File: config.mk
export PLATFORM = sky130hd
export DESIGN_NAME = tmoc_output_compare
export DESIGN_NICKNAME = d
export VERILOG_FILES = /design/src/tmoc_pkg.sv /design/src/tmoc_output_compare.sv /design/src/tmoc_rst_sync.sv
export SDC_FILE = /design/constraint.sdc
export NUM_CORES = 1
export LEC_CHECK = 0
export CAP_MARGIN = 20
export CORE_MARGIN = 8
export CORE_UTILIZATION = 30
export DETAILED_ROUTE_END_ITERATION = 10
export DONT_BUFFER_PORTS = 1
export SLEW_MARGIN = 20
export SYNTH_ARGS = -nofsm -noshare
export SYNTH_HDL_FRONTEND = slang
export SYNTH_SLANG_ARGS = --single-unit
export TNS_END_PERCENT = 5
File: constraint.sdc
create_clock -name clk_sys_in -period 3.4 [get_ports clk_sys_in]
set_clock_uncertainty 0.2 [all_clocks]
set_input_delay 0.34 -clock clk_sys_in [delete_from_list [all_inputs] [get_ports clk_sys_in]]
set_output_delay 0.34 -clock clk_sys_in [all_outputs]
set_load 0.005 [all_outputs]
File: src/tmoc_pkg.sv
// Package for the 16-bit timer output compare block: map, fields, codes and carriers
package tmoc_pkg;

  localparam int unsigned CHANNELS     = 2;
  localparam int unsigned CNT_W        = 16;
  localparam int unsigned DATA_W       = 8;
  localparam int unsigned ADDR_W       = 4;

  // Register byte addresses on the 8-bit register port
  localparam logic [3:0] ADDR_MATCH_A_LOW  = 4'h0;
  localparam logic [3:0] ADDR_MATCH_A_HIGH = 4'h1;
  localparam logic [3:0] ADDR_MATCH_B_LOW  = 4'h2;
  localparam logic [3:0] ADDR_MATCH_B_HIGH = 4'h3;
  localparam logic [3:0] ADDR_CONTROL      = 4'h4;
  localparam logic [3:0] ADDR_FORCE        = 4'h5;
  localparam logic [3:0] ADDR_IRQ_ENABLE   = 4'h6;
  localparam logic [3:0] ADDR_FLAGS        = 4'h7;

  // Control register fields
  localparam int unsigned CTRL_ACT_A_LSB   = 0;
  localparam int unsigned CTRL_ACT_B_LSB   = 2;
  localparam int unsigned CTRL_WAVE_LSB    = 4;
  localparam int unsigned ACT_W            = 2;
  localparam int unsigned WAVE_W           = 4;

  // Reset values
  localparam logic [15:0] MATCH_RST        = 16'h0000;
  localparam logic [7:0]  BYTE_RST         = 8'h00;
  localparam logic [1:0]  ACT_RST          = 2'h0;
  localparam logic [3:0]  WAVE_RST         = 4'h0;

  // Waveform select codes that are not PWM
  localparam logic [3:0]  WAVE_NORMAL      = 4'h0;
  localparam logic [3:0]  WAVE_CTC_MATCH   = 4'h4;
  localparam logic [3:0]  WAVE_CTC_CAPTURE = 4'hC;
  localparam logic [3:0]  WAVE_RESERVED    = 4'hD;
  // Phase and frequency correct PWM codes
  localparam logic [3:0]  WAVE_PFC_CAPTURE = 4'h8;
  localparam logic [3:0]  WAVE_PFC_MATCH   = 4'h9;
  // Fast PWM codes
  localparam logic [3:0]  WAVE_FAST_8      = 4'h5;
  localparam logic [3:0]  WAVE_FAST_9      = 4'h6;
  localparam logic [3:0]  WAVE_FAST_10     = 4'h7;
  localparam logic [3:0]  WAVE_FAST_CAP    = 4'hE;
  localparam logic [3:0]  WAVE_FAST_MATCH  = 4'hF;

  // Output action codes
  localparam logic [1:0]  ACT_NONE         = 2'h0;
  localparam logic [1:0]  ACT_TOGGLE       = 2'h1;
  localparam logic [1:0]  ACT_CLEAR        = 2'h2;
  localparam logic [1:0]  ACT_SET          = 2'h3;

  // Events from the counter, all on the system clock
  typedef struct packed {
    logic        tick;         // One timer clock cycle ends this system cycle
    logic        at_top;       // Counter is at TOP this timer cycle
    logic        at_bottom;    // Counter is at BOTTOM this timer cycle
    logic        count_write;  // CPU wrote the counter this system cycle
  } tmoc_cnt_evt_type;

  // Output pin drive of one channel
  typedef struct packed {
    logic        value;
    logic        oe;
  } tmoc_pin_type;

  // Register port request
  typedef struct packed {
    logic [3:0]  addr;
    logic [7:0]  wdata;
    logic        wr;
    logic        rd;
  } tmoc_bus_req_type;

endpackage

File: src/tmoc_output_compare.sv
// Output compare channels A and B of the 16-bit timer, with register port
`timescale 1ns/100ps
module tmoc_output_compare
  import tmoc_pkg::*;
(
  input  wire logic                        clk_sys_in,
  input  wire logic                        arst_n_in,
  // Register port
  input  wire logic [ADDR_W-1:0]           reg_addr_in,
  input  wire logic [DATA_W-1:0]           reg_wdata_in,
  input  wire logic                        reg_wr_in,
  input  wire logic                        reg_rd_in,
  output logic      [DATA_W-1:0]           reg_rdata_out,
  // Counter side
  input  wire logic [CNT_W-1:0]            count_value_in,
  input  wire tmoc_cnt_evt_type            cnt_evt_in,
  output logic      [CNT_W-1:0]            top_value_out,
  output logic                             top_match_out,
  // Interrupt request and service per channel
  output logic      [CHANNELS-1:0]         irq_req_out,
  input  wire logic [CHANNELS-1:0]         irq_ack_in,
  // Port pins
  input  wire logic [CHANNELS-1:0]         pin_direction_bit_in,
  input  wire logic [CHANNELS-1:0]         port_value_in,
  output tmoc_pin_type [CHANNELS-1:0]      pin_out,
  // Internal state for observation
  output logic      [CHANNELS-1:0]         channel_output_state_out,
  output logic      [CHANNELS-1:0]         match_flag_out
);

  typedef enum logic [1:0] {
    WAVE_CLASS_PLAIN,
    WAVE_CLASS_FAST,
    WAVE_CLASS_PHASE,
    WAVE_CLASS_PFC
  } tmoc_wave_class_type;

  logic                   rst_n;
  tmoc_bus_req_type       bus_req;

  // Shared high byte latch and control registers
  logic [DATA_W-1:0]      temp_ff;
  logic [WAVE_W-1:0]      waveform_select_ff;
  logic [ACT_W-1:0]       output_action_select_ff [CHANNELS];
  logic [CHANNELS-1:0]    match_irq_enable_ff;
  logic                   block_ff;
  logic [DATA_W-1:0]      rdata_ff;
  logic [DATA_W-1:0]      nxt_rdata;

  // Per channel state
  logic [CNT_W-1:0]       match_value_ff  [CHANNELS];
  logic [CNT_W-1:0]       match_buffer_ff [CHANNELS];
  logic [CHANNELS-1:0]    match_flag_ff;
  logic [CHANNELS-1:0]    channel_output_state_ff;

  // Decode
  logic                   wr_high_a;
  logic                   wr_low_a;
  logic                   wr_high_b;
  logic                   wr_low_b;
  logic                   wr_control;
  logic                   wr_force;
  logic                   wr_irq_enable;
  logic                   wr_flags;
  logic [CHANNELS-1:0]    wr_low;
  logic                   wr_high_any;
  logic                   is_pwm;
  logic                   buffer_load;
  tmoc_wave_class_type    wave_class;
  logic [CNT_W-1:0]       visible_value [CHANNELS];
  logic [CHANNELS-1:0]    compare_hit;
  logic [CHANNELS-1:0]    match_event;
  logic [CHANNELS-1:0]    force_event;
  logic [CHANNELS-1:0]    nxt_state;
  logic [CHANNELS-1:0]    nxt_flag;
  logic [CNT_W-1:0]       low_write_word;

  tmoc_rst_sync u_rst_sync
  (
    .clk_in    (clk_sys_in),
    .arst_n_in (arst_n_in),
    .rst_n_out (rst_n)
  );

  assign bus_req.addr  = reg_addr_in;
  assign bus_req.wdata = reg_wdata_in;
  assign bus_req.wr    = reg_wr_in;
  assign bus_req.rd    = reg_rd_in;

  assign wr_high_a     = bus_req.wr && (bus_req.addr == ADDR_MATCH_A_HIGH);
  assign wr_low_a      = bus_req.wr && (bus_req.addr == ADDR_MATCH_A_LOW);
  assign wr_high_b     = bus_req.wr && (bus_req.addr == ADDR_MATCH_B_HIGH);
  assign wr_low_b      = bus_req.wr && (bus_req.addr == ADDR_MATCH_B_LOW);
  assign wr_control    = bus_req.wr && (bus_req.addr == ADDR_CONTROL);
  assign wr_force      = bus_req.wr && (bus_req.addr == ADDR_FORCE);
  assign wr_irq_enable = bus_req.wr && (bus_req.addr == ADDR_IRQ_ENABLE);
  assign wr_flags      = bus_req.wr && (bus_req.addr == ADDR_FLAGS);
  assign wr_low        = {wr_low_b, wr_low_a};
  // Either high byte location loads the shared latch
  assign wr_high_any   = wr_high_a || wr_high_b;

  // Latched high byte joins the low byte in one cycle
  assign low_write_word = {temp_ff, bus_req.wdata};

  // Waveform class from the mode code
  always_comb
  begin
    unique case (waveform_select_ff)
      WAVE_NORMAL, WAVE_CTC_MATCH, WAVE_CTC_CAPTURE, WAVE_RESERVED:
        wave_class = WAVE_CLASS_PLAIN;
      WAVE_FAST_8, WAVE_FAST_9, WAVE_FAST_10, WAVE_FAST_CAP, WAVE_FAST_MATCH:
        wave_class = WAVE_CLASS_FAST;
      WAVE_PFC_CAPTURE, WAVE_PFC_MATCH:
        wave_class = WAVE_CLASS_PFC;
      default:
        wave_class = WAVE_CLASS_PHASE;
    endcase
  end

  assign is_pwm = (wave_class != WAVE_CLASS_PLAIN);

  // Phase correct loads at TOP, the other PWM classes at BOTTOM, plain modes never
  assign buffer_load = is_pwm && cnt_evt_in.tick &&
                       ((wave_class == WAVE_CLASS_PHASE) ? cnt_evt_in.at_top
                                                         : cnt_evt_in.at_bottom);

  // Channel A active value is the variable TOP
  assign top_value_out = match_value_ff[0];
  // Blocked match also hides TOP, so the counter runs on to the end
  assign top_match_out = compare_hit[0];

  // Shared high byte latch
  always_ff @(posedge clk_sys_in or negedge rst_n)
  begin
    if (!rst_n)
      temp_ff <= BYTE_RST;
    else if (wr_high_any)
      temp_ff <= bus_req.wdata;
  end

  // Control: action bits take effect without buffering
  always_ff @(posedge clk_sys_in or negedge rst_n)
  begin
    if (!rst_n)
    begin
      waveform_select_ff         <= WAVE_RST;
      output_action_select_ff[0] <= ACT_RST;
      output_action_select_ff[1] <= ACT_RST;
    end
    else if (wr_control)
    begin
      waveform_select_ff         <= bus_req.wdata[CTRL_WAVE_LSB +: WAVE_W];
      output_action_select_ff[0] <= bus_req.wdata[CTRL_ACT_A_LSB +: ACT_W];
      output_action_select_ff[1] <= bus_req.wdata[CTRL_ACT_B_LSB +: ACT_W];
    end
  end

  always_ff @(posedge clk_sys_in or negedge rst_n)
  begin
    if (!rst_n)
      match_irq_enable_ff <= '0;
    else if (wr_irq_enable)
      match_irq_enable_ff <= bus_req.wdata[CHANNELS-1:0];
  end

  // Counter write blocks until the next timer clock cycle ends
  always_ff @(posedge clk_sys_in or negedge rst_n)
  begin
    if (!rst_n)
      block_ff <= 1'b0;
    else if (cnt_evt_in.count_write)
      block_ff <= 1'b1;
    else if (cnt_evt_in.tick)
      block_ff <= 1'b0;
  end

  // The software must not write BOTTOM while counting down: that match is lost

  generate
    for (genvar ch = 0; ch < CHANNELS; ch++)
    begin : g_channel
      logic [ACT_W-1:0] act;

      assign act = output_action_select_ff[ch];

      // CPU view goes to buffer in PWM modes, else active
      assign visible_value[ch] = is_pwm ? match_buffer_ff[ch] : match_value_ff[ch];

      // Blocked in the timer cycle after a counter write
      assign compare_hit[ch] = (count_value_in == match_value_ff[ch]) &&
                               !block_ff && !cnt_evt_in.count_write;

      assign match_event[ch] = compare_hit[ch] && cnt_evt_in.tick;

      assign force_event[ch] = wr_force && bus_req.wdata[ch] && !is_pwm;

      // Next output state
      always_comb
      begin
        nxt_state[ch] = channel_output_state_ff[ch];
        if (force_event[ch] || (match_event[ch] && !is_pwm))
        begin
          unique case (act)
            ACT_NONE:   nxt_state[ch] = channel_output_state_ff[ch];
            ACT_TOGGLE: nxt_state[ch] = !channel_output_state_ff[ch];
            ACT_CLEAR:  nxt_state[ch] = 1'b0;
            ACT_SET:    nxt_state[ch] = 1'b1;
          endcase
        end
        else if (is_pwm && (act == ACT_CLEAR || act == ACT_SET))
        begin
          // PWM: match drives to the inactive level, BOTTOM restores
          if (match_event[ch])
            nxt_state[ch] = (act == ACT_SET);
          else if (cnt_evt_in.tick && cnt_evt_in.at_bottom)
            nxt_state[ch] = (act == ACT_CLEAR);
        end
      end

      // Set wins over both ways of clearing
      always_comb
      begin
        nxt_flag[ch] = match_flag_ff[ch];
        if (irq_ack_in[ch] || (wr_flags && bus_req.wdata[ch]))
          nxt_flag[ch] = 1'b0;
        if (match_event[ch])
          nxt_flag[ch] = 1'b1;
      end

      // State is kept across mode changes, cleared by reset or by match, force or BOTTOM actions
      always_ff @(posedge clk_sys_in or negedge rst_n)
      begin
        if (!rst_n)
          channel_output_state_ff[ch] <= 1'b0;
        else
          channel_output_state_ff[ch] <= nxt_state[ch];
      end

      always_ff @(posedge clk_sys_in or negedge rst_n)
      begin
        if (!rst_n)
          match_flag_ff[ch] <= 1'b0;
        else
          match_flag_ff[ch] <= nxt_flag[ch];
      end

      // Buffer takes CPU writes in PWM modes
      always_ff @(posedge clk_sys_in or negedge rst_n)
      begin
        if (!rst_n)
          match_buffer_ff[ch] <= MATCH_RST;
        else if (wr_low[ch] && is_pwm)
          match_buffer_ff[ch] <= low_write_word;
      end

      // Active value changes only by CPU write or buffer transfer
      always_ff @(posedge clk_sys_in or negedge rst_n)
      begin
        if (!rst_n)
          match_value_ff[ch] <= MATCH_RST;
        else if (wr_low[ch] && !is_pwm)
          match_value_ff[ch] <= low_write_word;
        else if (buffer_load)
          match_value_ff[ch] <= match_buffer_ff[ch];
      end

      assign irq_req_out[ch] = match_flag_ff[ch] && match_irq_enable_ff[ch];

      // Nonzero action takes over the pin value; direction stays with the port
      assign pin_out[ch].value = (act != ACT_NONE) ? channel_output_state_ff[ch]
                                                   : port_value_in[ch];
      assign pin_out[ch].oe    = pin_direction_bit_in[ch];
    end
  endgenerate

  // Action bits reach only the compare output path, nothing on capture
  // Initialising the state by force in normal mode before enabling the pin

  // Read mux; high byte comes from the register, not the latch
  always_comb
  begin
    nxt_rdata = BYTE_RST;
    if (bus_req.rd)
    begin
      unique case (bus_req.addr)
        ADDR_MATCH_A_LOW:  nxt_rdata = visible_value[0][DATA_W-1:0];
        ADDR_MATCH_A_HIGH: nxt_rdata = visible_value[0][CNT_W-1:DATA_W];
        ADDR_MATCH_B_LOW:  nxt_rdata = visible_value[1][DATA_W-1:0];
        ADDR_MATCH_B_HIGH: nxt_rdata = visible_value[1][CNT_W-1:DATA_W];
        ADDR_CONTROL:
        begin
          nxt_rdata[CTRL_WAVE_LSB +: WAVE_W]  = waveform_select_ff;
          nxt_rdata[CTRL_ACT_A_LSB +: ACT_W]  = output_action_select_ff[0];
          nxt_rdata[CTRL_ACT_B_LSB +: ACT_W]  = output_action_select_ff[1];
        end
        ADDR_IRQ_ENABLE:   nxt_rdata[CHANNELS-1:0] = match_irq_enable_ff;
        ADDR_FLAGS:        nxt_rdata[CHANNELS-1:0] = match_flag_ff;
        default:           nxt_rdata = BYTE_RST;
      endcase
    end
  end

  always_ff @(posedge clk_sys_in or negedge rst_n)
  begin
    if (!rst_n)
      rdata_ff <= BYTE_RST;
    else
      rdata_ff <= nxt_rdata;
  end

  assign reg_rdata_out            = rdata_ff;
  assign channel_output_state_out = channel_output_state_ff;
  assign match_flag_out           = match_flag_ff;

endmodule // tmoc_output_compare

File: src/tmoc_rst_sync.sv
// Reset release synchroniser for the output compare block
`timescale 1ns/100ps
module tmoc_rst_sync
(
  input  wire logic clk_in,
  input  wire logic arst_n_in,
  output logic      rst_n_out
);

  logic meta_n_ff;
  logic sync_n_ff;

  // Assert at once, release after two edges
  always_ff @(posedge clk_in or negedge arst_n_in)
  begin
    if (!arst_n_in)
    begin
      meta_n_ff <= 1'b0;
      sync_n_ff <= 1'b0;
    end
    else
    begin
      meta_n_ff <= 1'b1;
      sync_n_ff <= meta_n_ff;
    end
  end

  assign rst_n_out = sync_n_ff;

endmodule // tmoc_rst_sync
# Word level (Yosys, flattened, before mapping)
# Memory sizes are Yosys's and may differ from the RTL's.
# Index checks and enable logic that the tools add are counted.
[op_classes] eq_ne=18 muxes=28 n_reduce_logical=62
[ops] operator="16-bit 2-to-1 mux" n=6
[ops] operator="1-bit logical AND" n=33
[ops] operator="16-bit == test" n=2
[ops] operator="6-bit one-hot mux with 5 select lines" n=1
[ops] operator="2-bit nonzero test" n=10
[ops] operator="1-bit 2-to-1 mux" n=17
[ops] operator="4-bit by 3-bit == test with 1-bit output, second input constant" n=4
[ops] operator="2-bit one-hot mux with 7 select lines" n=1
[ops] operator="2-bit == test, second input constant" n=5
[ops] operator="4-bit by 2-bit == test with 1-bit output, second input constant" n=2
[ops] operator="8-bit 2-to-1 mux" n=1
[ops] operator="1-bit logical OR" n=7
[ops] operator="1-bit one-hot mux with 3 select lines" n=2
[ops] operator="3-bit AND reduction" n=2
[ops] operator="3-bit nonzero test" n=2
[ops] operator="1-bit zero test" n=5
[ops] operator="2-bit by 1-bit == test with 1-bit output, second input constant" n=2
[ops] operator="4-bit by 1-bit == test with 1-bit output, second input constant" n=1
[ops] operator="2-bit zero test" n=2
[ops] operator="4-bit zero test" n=1
[ops] operator="2-bit != test, second input constant" n=2
[word_totals] ff_bits=97 romBits=32 out_inout_bits=35 wordCells=126 memories=1
[mem_list] memory="(name not given)" words=16 word_bits=2 read_ports=1 rd_ports_with_merged_regs=0 write_ports=0 line_no="tmoc_output_compare.sv:108" source="unique case (waveform_select_ff)"

# Depth between registers and ports, before layout
# Gate-level depths: netlist of run 1.
[depth] word_depth=8 mapped_depth=7

# Modules after synthesis
# A second synthesis of run 1 with hierarchy kept.
[unflattened] hier_cells=494 area_unflattened_um2=5175.0
[modules_own_cells] module="tmoc_output_compare" n_inst=1 cells_per_inst=491 area_each_um2=5121.2
[modules_own_cells] module="tmoc_rst_sync" n_inst=1 cells_per_inst=3 area_each_um2=53.8

# Worst setup path after synthesis of run 1
# OpenSTA, ideal clock, no wires.
[synth_path] path_kind="register to register" from="reg match_value_ff (netlist bit top_value_out[0])" to="reg channel_output_state_ff[0], in the netlist channel_output_state_out[0]" setup_ns=0.139 arrival_ns=1.846 required_ns=3.061 slack_ns=1.215 stages_incl_launch_ff=7 n_path_buf=0 synth_period_minus_slack_ns=2.185 cell_sequence="dfrtp_1 -> xor2_1 -> nor4_1 -> nand4_1 -> nor4_2 -> nor3_1 -> or4_1"
[synth_via] elab_chain_len=8 elab_cells_between_ends=13
[synth_lines] element="start, declared" line_no="tmoc_output_compare.sv:51" source="logic [CNT_W-1:0] match_value_ff [CHANNELS];"
[synth_lines] element="start signal, assigned by index" line_no="tmoc_output_compare.sv:262" source="match_value_ff[ch] <= low_write_word;"
[synth_lines] element="start signal, assigned by index" line_no="tmoc_output_compare.sv:264" source="match_value_ff[ch] <= match_buffer_ff[ch];"
[synth_lines] element="16-bit == test *" line_no="tmoc_output_compare.sv:190" source="assign compare_hit[ch] = (count_value_in == match_value_ff[ch]) &&"
[synth_lines] element="1-bit logical AND *" line_no="tmoc_output_compare.sv:190"
[synth_lines] element="1-bit logical AND *" line_no="tmoc_output_compare.sv:191" source="!block_ff && !cnt_evt_in.count_write;"
[synth_lines] element="via top_match_out" line_no="tmoc_output_compare.sv:18" source="output logic top_match_out,"
[synth_lines] element="1-bit logical AND *" line_no="tmoc_output_compare.sv:193" source="assign match_event[ch] = compare_hit[ch] && cnt_evt_in.tick;"
[synth_lines] element="1-bit logical AND" line_no="tmoc_output_compare.sv:201" source="if (force_event[ch] || (match_event[ch] && !is_pwm))"
[synth_lines] element="1-bit logical OR" line_no="tmoc_output_compare.sv:201"
[synth_lines] element="2-bit != test (no source line) (tied with other cells)"
[synth_lines] element="3-bit AND reduction (no source line)"
[synth_lines] element="end signal, assigned by index" line_no="tmoc_output_compare.sv:236" source="channel_output_state_ff[ch] <= nxt_state[ch];"
[synth_lines] element="end, declared" line_no="tmoc_output_compare.sv:54" source="logic [CHANNELS-1:0] channel_output_state_ff;"
# Mark *: on every way through the listed nets, which the timed path passes. The rest lies on a longest branch. The select of a mux whose other input is x is not followed.
# A chain may end at the register's enable or synchronous reset.

# Final worst setup path of run 1
[layout_path] from="reg waveform_select_ff[3]" to="reg match_value_ff[5] in the netlist's numbering"
[layout_via] elab_chain_len=5 elab_cells_between_ends=10
[layout_lines] element="start, declared" line_no="tmoc_output_compare.sv:43" source="logic [WAVE_W-1:0] waveform_select_ff;"
[layout_lines] element="start signal, assigned" line_no="tmoc_output_compare.sv:152" source="waveform_select_ff <= bus_req.wdata[CTRL_WAVE_LSB +: WAVE_W];"
[layout_lines] element="memory 16 x 2 bit *"
[layout_lines] element="2-bit == test / 2-bit nonzero test (equally long branches)" line_no="tmoc_output_compare.sv:124, tmoc_output_compare.sv:120"
[layout_lines] element="1-bit 2-to-1 mux (tied with other cells)" line_no="tmoc_output_compare.sv:124" source="((wave_class == WAVE_CLASS_PHASE) ? cnt_evt_in.at_top"
[layout_lines] element="1-bit logical AND (on tied branches)" line_no="tmoc_output_compare.sv:123, tmoc_output_compare.sv:261"
[layout_lines] element="2-bit nonzero test (no source line) / 16-bit 2-to-1 mux (equally long branches)"
# Every way passes the cells marked *; elsewhere a longest branch is shown, timed or not.

==> flow_metrics.tcl, run 1 <==
set metrics [dict create \
    yosysMostFrequentCell "dfrtp_1" \
    cp_slowest_cell "and2_0" \
    m1WireLength_um 6360 \
    grt_setup_unrepaired "false" \
    ys_ff_latch 97 \
    fmax_mhz 402 \
    maxSlewHeadroom 0.491 \
    p_switching_uw 1370 \
    n_antenna_cell 0 \
    die_h_um 147 \
    ir_drop_mv 0.278 \
    wl_per_cell_um 21.9 \
    period_needed_ps 2490 \
    finalMaxSlewViolations 0 \
    synth_flop_cell "dfrtp_1" \
    wl_met3_um 1440 \
    worstMarginPinSlew_ps 761 \
    dpl_cell_area_mm2 0.00528 \
    layout-drive-gt1-share 0.162 \
    min_path_type "input pin to flop" \
    arrival_ps 2560 \
    gr-total-overflow 0 \
    ant_nets 0 \
    crit_chain "nor2b_1, o21ai_0, a21oi_1, nand3b_1, buf_4, and2_0, a221o_1" \
    yosysTopAreaCellShare 0.471 \
    grt_usage 0.147 \
    pwr-share-seq 0.494 \
    cts_made_buffers 9 \
    initial_core_util 0.302 \
    drc 0 \
    syn_area_mm2 0.00515 \
    switching_share 0.343 \
    coreArea_mm2 0.0171 \
    cp_max_fo 25 \
    syn_inst 496 \
    clk_latency_ps 340 \
    async_flop_share 1.00 \
    first_pass_iters 4 \
    cts.reportedPaths.clkPinSlew_ps 70 \
    leakage_uw 0.00251 \
    die_w_um 147 \
    grt_pass1_vias 4093 \
    reg2reg_to "match_value_ff[5]" \
    timing.rr.start "waveform_select_ff[3]" \
    synthDistinctLibCells 43 \
    r2r_cells 7 \
    antenna_found_initial 0 \
    met2_length_um 7590 \
    drt-total-wl_um 15800 \
    grt_max_degree 52 \
    min_to "top_value_out[6]" \
    yosysTopAreaCell "dfrtp_1" \
    timing.final.crit_share 0.732 \
    whs_path_depth 2 \
    final_hold_viol_count 0 \
    topRoutingLayerUsed "met4" \
    cts_resized 0 \
    cts.sinks 97 \
    vias 3906 \
    start_kind "flop" \
    synth_warnings 0 \
    first_iter_violations 313 \
    place.gp.congestion 0.825 \
    crit_path_max_incr_delay_ps 600 \
    synth-seq-area-share 0.471 \
    p_clk_frac 0.256 \
    die-area_mm2 0.0216 \
    synth.area.top_cells "dfrtp_1 (47%), mux2_2 (10%), xor2_1 (4.9%)" \
    reg2reg_slack_ps 910 \
    fin_setup_tns_ps 0 \
    status "finished, final reports clean" \
    nNetsFinal 533 \
    drv_cap 0 \
    h-tree-depth 3 \
    viasPerCell 5.43 \
    cts_tree "yes" \
    internal_power_uw 2620 \
    num_io_pins 77 \
    comb_power_share 0.250 \
    syn_avg_cell_area_um2 10.4 \
    finalSetupViolCount 0 \
    grt_pass1_wl_um 24700 \
    dp_hpwl_um 11000 \
    io_buffers 0 \
    power_density_mw_per_mm2 696 \
    synth_nets 538 \
    clk_root_buffer_cell "clkbuf_16" \
    worstSetupPathType "flop to flop" \
    rows 48 \
    area_growth_pct 11.4 \
    synth_commonest_cells "dfrtp_1 (97), mux2_2 (48), nand2_1 (42)" \
    final_cell_area_mm2 0.00574 \
    synth-edff-count 0 \
    worst_hold_startpoint "reg_wdata_in[6]" \
    cts_buffer_depth 2 \
    cp.required_ps 3470 \
    endpoint_kind "flop" \
]
==> stage by stage <==
step	instances	power [uW]	setup slack (ps)	util	hold WS [ps]
detailed placement	689	2970	966	0.310	-156
global placement	689	2920	931	0.310	-156
CTS	719	4030	934	0.336	6.58
finish	719	3990	911	0.336	18.2
floorplan	496	2730	298	-	-156
global route	719	4250	806	0.336	21.5
==> worst max-delay path by stage <==
| stage | from | endpoint | slack [ps] | depth (start not counted) |
|---|---|---|---|---|
| floorplan | u_rst_sync.rst_n_out | block_ff | 300 | 0 |
| global placement | top_value_out[0] | channel_output_state_out[0] | 930 | 7 |
| detailed placement | top_value_out[13] | channel_output_state_out[0] | 970 | 7 |
| CTS | top_value_out[13] | channel_output_state_out[0] | 930 | 7 |
| global route | top_value_out[0] | channel_output_state_out[0] | 810 | 7 |
| finish | waveform_select_ff[3] | match_value_ff[5] | 910 | 7 |
==> timing repair <==
action	4_1_cts	5_1_grt
endpoints found under the hold margin	50	0
hold buffers	16	0
setup buffers	0	0
==> cell type report <==
cell class	count	area, um^2
fillers	1720	11300
multi-input cells	344	2430
flip-flops and latches	97	2430
well taps	225	282
clock buffers	12	256
repair buffers	26	248
inverters	13	48.8
clock inverters	2	38.8
==> metal layers <==
metal / GRT usage / up-vias
met5: 0 / -
met4: 0.0566 / 0
met3: 0.0584 / 19
met2: 0.237 / 132
met1: 0.174 / 2001
li1: - / 1754
==> power groups by stage <==
stage	Sequential, uW	Combinational, uW	Clock [uW]
2_1_floorplan	1830	905	0
3_3_place_gp	1970	947	0
3_5_place_dp	2000	972	0
4_1_cts	1970	1000	1050
5_1_grt	2040	1110	1100
6_report	1970	996	1020
==> cell families after synthesis <==
family,share of synthesized area
other cells,0.000728
simple gates,0.134
buf+inv,0.0561
mux,0.142
compound gates,0.142
xor+xnor,0.0544
flops,0.471
==> cells in the final DEF (no fill, tap or decap), types with 9 or more instances in the layout <==
master         netlist  routed
nor3_1              10      10
mux2_2              48      48
a31oi_1             10      10
a22oi_1             15      15
dlygate4sd3_1        0      16
clkbuf_16            0       9
a21oi_1             17      17
nand2_1             42      42
o21ai_0             29      29
dfrtp_1             97      96
buf_4               19       9
inv_1               13      13
mux2i_1             19      19
nor2_1              29      29
xor2_1              29      29
o22ai_1             15      15
==> critical path, delay by kind of cell (launching register included) <==
family	cells	cell delay, ps
AO/OA/AOI/OAI	3	550
AND/OR/NAND/NOR	3	900
buffers and inverters	1	330
flip-flops	1	440
==> flip-flops by register name (all words and copies together) (netlist names) <==
name,cells
g_channel.act,4
u_rst_sync.meta_n_ff,1
u_rst_sync.rst_n_out,1
match_irq_enable_ff,2
waveform_select_ff,4
temp_ff,8
match_flag_out,2
top_value_out,16
block_ff,1
reg_rdata_out,8
match_buffer_ff,32
match_value_ff,16
channel_output_state_out,2
Note: power is estimated with default switching activity, not from simulation.
==> run 2, diff against run 1 <==
Clock period 3.4 ns to 2.2 ns, I/O delays scaled along.
==> flow_metrics.tcl, run 2 (synthesis results as in run 1) <==
set metrics [dict create \
    status "finished with violations" \
    violations "hold timing, setup timing" \
    endpoint_kind "flop" \
    wl_per_cell_um 21.1 \
    dp_hpwl_um 11400 \
    largest_reg_flops 32 \
    cp.required_ps 2220 \
    grt_setup_unrepaired "true" \
    n_antenna_cell 0 \
    initial_core_util 0.302 \
    fin_setup_tns_ps -142 \
    start_kind "flop" \
    nNetsFinal 573 \
    reg2reg_slack_ps -90 \
    period_needed_ps 2290 \
    die_h_um 147 \
    h-tree-depth 3 \
    viasPerCell 5.32 \
    area_growth_pct 18.5 \
    place.gp.congestion 0.884 \
    grt_usage 0.151 \
    grt_pass1_vias 4169 \
    crit_path_start "top_value_out[0]" \
    pwr-share-seq 0.450 \
    r2r_cells 7 \
    final_hold_viol_count 15 \
    timing.rr.start "top_value_out[0]" \
    num_io_pins 77 \
    hold_ws_ps -4.31 \
    io_buffers 0 \
    grt_pass1_wl_um 24800 \
    clk_latency_ps 360 \
    timing.final.crit_share 1.04 \
    arrival_ps 2300 \
    first_iter_violations 343 \
    final_common_cell "dfrtp_1" \
    worstSetupPathType "flop to flop" \
    switching_share 0.351 \
    cts.sinks 97 \
    finalSetupViolCount 2 \
    ant_nets 0 \
    cts_buffer_depth 2 \
    leakage_uw 0.00270 \
    gr-total-overflow 0 \
    die_w_um 147 \
    comb_power_share 0.324 \
    fmax_mhz 438 \
    rows 48 \
    die-area_mm2 0.0216 \
    drc 0 \
    antenna_found_initial 0 \
    clk_root_buffer_cell "clkbuf_16" \
    vias 4047 \
    first_pass_iters 5 \
    regMostFlops "match_buffer_ff" \
    finalMaxSlewViolations 0 \
    cts_tree "yes" \
    power_density_mw_per_mm2 1050 \
    final_cell_mix "dfrtp_1 (96), mux2_2 (48), nand2_1 (42)" \
    critPathCapture "channel_output_state_out[0]" \
    grt_max_degree 53 \
    drt-total-wl_um 16100 \
    layout-drive-gt1-share 0.218 \
    p_clk_frac 0.226 \
    setup_ws_ps -85.7 \
    p_switching_uw 2250 \
    ir_drop_mv 0.431 \
    cts_made_buffers 9 \
    reg2reg_to "channel_output_state_out[0]" \
    drv_cap 0 \
    coreArea_mm2 0.0171 \
    p_total_uw 6400 \
    internal_power_uw 4150 \
    nFillCells 1747 \
    cp_max_fo 3 \
    cts.reportedPaths.clkPinSlew_ps 70 \
    min_path_type "flop to asynchronous set/reset pin" \
]
==> run 2: how the worst min path moves through the flow <==
stage,end,depth (start not counted)
final,channel_output_state_out[1],0
after global routing,channel_output_state_out[1],0
after CTS,waveform_select_ff[1],0
after detailed placement,u_rst_sync.meta_n_ff,0
after global placement,u_rst_sync.meta_n_ff,0
after floorplan,u_rst_sync.meta_n_ff,0
==> run 2: power by group through the flow <==
| stage | clock network, uW | registers, uW | logic, uW |
|---|---|---|---|
| after detailed placement | 0 | 2900 | 2000 |
| after global placement | 0 | 2870 | 1960 |
| final | 1450 | 2880 | 2070 |
| after CTS | 1490 | 2870 | 2080 |
| after global routing | 1560 | 2960 | 2300 |
| after floorplan | 0 | 2820 | 1400 |
==> run 2: layer usage <==
metal  share of wire  global-route usage  vias up  wire length [um]
met1            0.41               0.175     2055              6530
met4           0.026              0.0668        0               423
met2            0.48               0.244      125              7660
li1                -                   -     1839                 -
met5               0                   0        -                 0
met3           0.092              0.0584       28              1480
==> run 2: layout make-up <==
| type | count | area, um^2 | share of cell area |
|---|---|---|---|
| clock buffers | 12 | 236 | 0.0388 |
| clock inverters | 4 | 30.0 | 0.00492 |
| inverters | 13 | 48.8 | 0.00800 |
| multi-input cells | 344 | 2450 | 0.402 |
| flip-flops and latches | 97 | 2430 | 0.398 |
| well taps | 225 | 282 | 0.0461 |
| repair buffers | 66 | 619 | 0.101 |
==> run 2: metrics by stage <==
stage | hold WS [ps] | worst slack [ps] | cells | util | cell area, um^2
after CTS | 4.00 | -103 | 761 | 0.357 | 6090
after global placement | -276 | -128 | 722 | 0.327 | 5580
after floorplan | -276 | 14.9 | 496 | - | 5150
after detailed placement | -276 | -186 | 722 | 0.327 | 5580
final | -4.31 | -85.7 | 761 | 0.358 | 6100
after global routing | 19.4 | -204 | 761 | 0.358 | 6100
==> run 2: timing repair <==
item,CTS,global route
setup endpoints to repair,2,3
pin swaps,2,5
hold endpoints to repair,58,0
resized for setup,3,2
buffers inserted,0,0
hold buffers,23,0
==> run 2: critical path: stages, from the launching register on <==
cell and delay (ps):
dfrtp_1 390, xor2_1 180, nor4_2 290, nand4_1 160, nor4_2 170, buf_4 180
nor3_1 50, or4_1 530
==> run 3, diff against run 2 <==
Settings changed: SETUP_SLACK_MARGIN set to 0.4.
==> flow_metrics.tcl, run 3 (synthesis results as in run 1) <==
set metrics [dict create \
    die_h_um 147 \
    finalMaxSlewViolations 0 \
    area_growth_pct 24.2 \
    h-tree-depth 3 \
    coreArea_mm2 0.0171 \
    drc 0 \
    arrival_ps 1950 \
    nFillCells 1706 \
    register_area_mm2 0.00243 \
    cts.reportedPaths.clkPinSlew_ps 70 \
    min_path_type "input pin to flop" \
    crit_family "simple AND/OR/NAND/NOR gates" \
    clk_root_buffer_cell "clkbuf_16" \
    layout-drive-gt1-share 0.298 \
    final_cell_area_mm2 0.00640 \
    crit_path_max_incr_delay_ps 390 \
    endpoint_kind "output port" \
    antenna_found_initial 0 \
    first_iter_violations 345 \
    post-route-util 0.375 \
    dpl_cell_area_mm2 0.00558 \
    final_hold_viol_count 1 \
    cp_max_fo 3 \
    finalSetupViolCount 2 \
    regMostFlops "match_buffer_ff" \
    period_needed_ps 2370 \
    multi_input_area_mm2 0.00262 \
    die_w_um 147 \
    clk_latency_ps 360 \
    worstSetupPathType "flop to output port" \
    critPathBufInv 2 \
    initial_core_util 0.302 \
    grt_max_degree 52 \
    crit_chain "xor2_1, nor4_2, buf_4, nand4_1, nor4_4, buf_4" \
    cp_slowest_cell "dfrtp_1" \
    first_pass_iters 5 \
    rows 48 \
    largest_reg_flops 32 \
    io_buffers 0 \
    final_cell_mix "dfrtp_1 (93), mux2_2 (48), buf_4 (36)" \
    cts_buffer_depth 2 \
    viasPerCell 5.35 \
    reg2reg_slack_ps -130 \
    grt_usage 0.156 \
    vias 4095 \
    start_kind "flop" \
    num_io_pins 77 \
    cts_made_buffers 9 \
    nNetsFinal 577 \
    timing.final.crit_share 1.08 \
    power_density_mw_per_mm2 1090 \
    grt_pass1_wl_um 25600 \
    hold_ws_ps -21.9 \
    cts.sinks 97 \
    dp_hpwl_um 11700 \
    die-area_mm2 0.0216 \
    cpMostUsedCell "buf_4" \
    fmax_mhz 422 \
    setup_ws_ps -171 \
    place_ws_ps -235 \
    gr-total-overflow 0 \
    wl_per_cell_um 21.7 \
    violations "hold timing, setup timing" \
    drv_cap 0 \
    ir_drop_mv 0.504 \
    leakage_uw 0.00282 \
    place.gp.congestion 0.854 \
    drt-total-wl_um 16600 \
    cts_tree "yes" \
    cp.required_ps 1780 \
    status "finished with violations" \
    ant_nets 0 \
    n_antenna_cell 0 \
    grt_pass1_vias 4256 \
    final_common_cell "dfrtp_1" \
    fin_setup_tns_ps -305 \
    grt_setup_unrepaired "true" \
]
==> run 3: cell count changes in the layout (fill, tap and decap cells not counted), moves of 6 or more <==
cell | before | now
a21oi_1 | 17 | 10
a21oi_2 | 0 | 7
nand2_2 | 0 | 11
nand2_1 | 42 | 31
o21ai_0 | 29 | 23
==> run 3: worst reg2reg max path, delay by kind of cell (launching register included) <==
family	cells	cell delay [ps]
flip-flops	1	390
AND/OR/NAND/NOR	5	1310
XOR/XNOR	1	150
buffers and inverters	1	160
==> run 3: metal layers <==
layer  part of all wire  GRT usage  wire (um)
met5                  0          0          0
met4              0.033     0.0704        555
met3               0.10     0.0655       1730
met2               0.47      0.247       7880
met1               0.39      0.182       6460
==> run 3: path summary, 6_finish.rpt <==
path / cells after the start / endpoint / from
worst max register to register: 7 / channel_output_state_out[0] / top_value_out[13]
max in group asynchronous: 1 / match_value_ff[9] / u_rst_sync.rst_n_out
min in group asynchronous: 0 / waveform_select_ff[1] / u_rst_sync.rst_n_out
worst max-delay path: 6 / top_match_out / top_value_out[13]
worst min-delay path: 2 / waveform_select_ff[1] / reg_wr_in
worst min register to register: 0 / waveform_select_ff[1] / u_rst_sync.rst_n_out
==> run 3: area by class of cell <==
type | count | share of cell area
clock buffer | 10 | 0.0374
clock inverter | 6 | 0.0149
inverter | 13 | 0.00763
multi-input combinational | 344 | 0.409
sequential | 97 | 0.381
tap | 225 | 0.0440
timing repair buffer | 70 | 0.107
==> run 3: repair_timing <==
item,CTS,global route
pin swaps,39,12
gates resized for setup,53,13
setup endpoints to repair,68,79
hold endpoints to repair,60,0
hold buffers,24,0
setup buffers,3,0
==> run 3: stage by stage <==
stage | std cells | power, uW
6_report | 765 | 6960
5_1_grt | 765 | 7360
4_1_cts | 765 | 6950
3_5_place_dp | 722 | 4880
3_3_place_gp | 722 | 4800
2_1_floorplan | 496 | 4230
==> run 3: power by group <==
group          total (uW)  leakage [uW]  switching [uW]  internal [uW]
combinational        2250       0.00144            1120           1120
sequential           2950       0.00122             592           2350
clock                1760      0.000164             722           1040
total                6960       0.00282            2440           4520
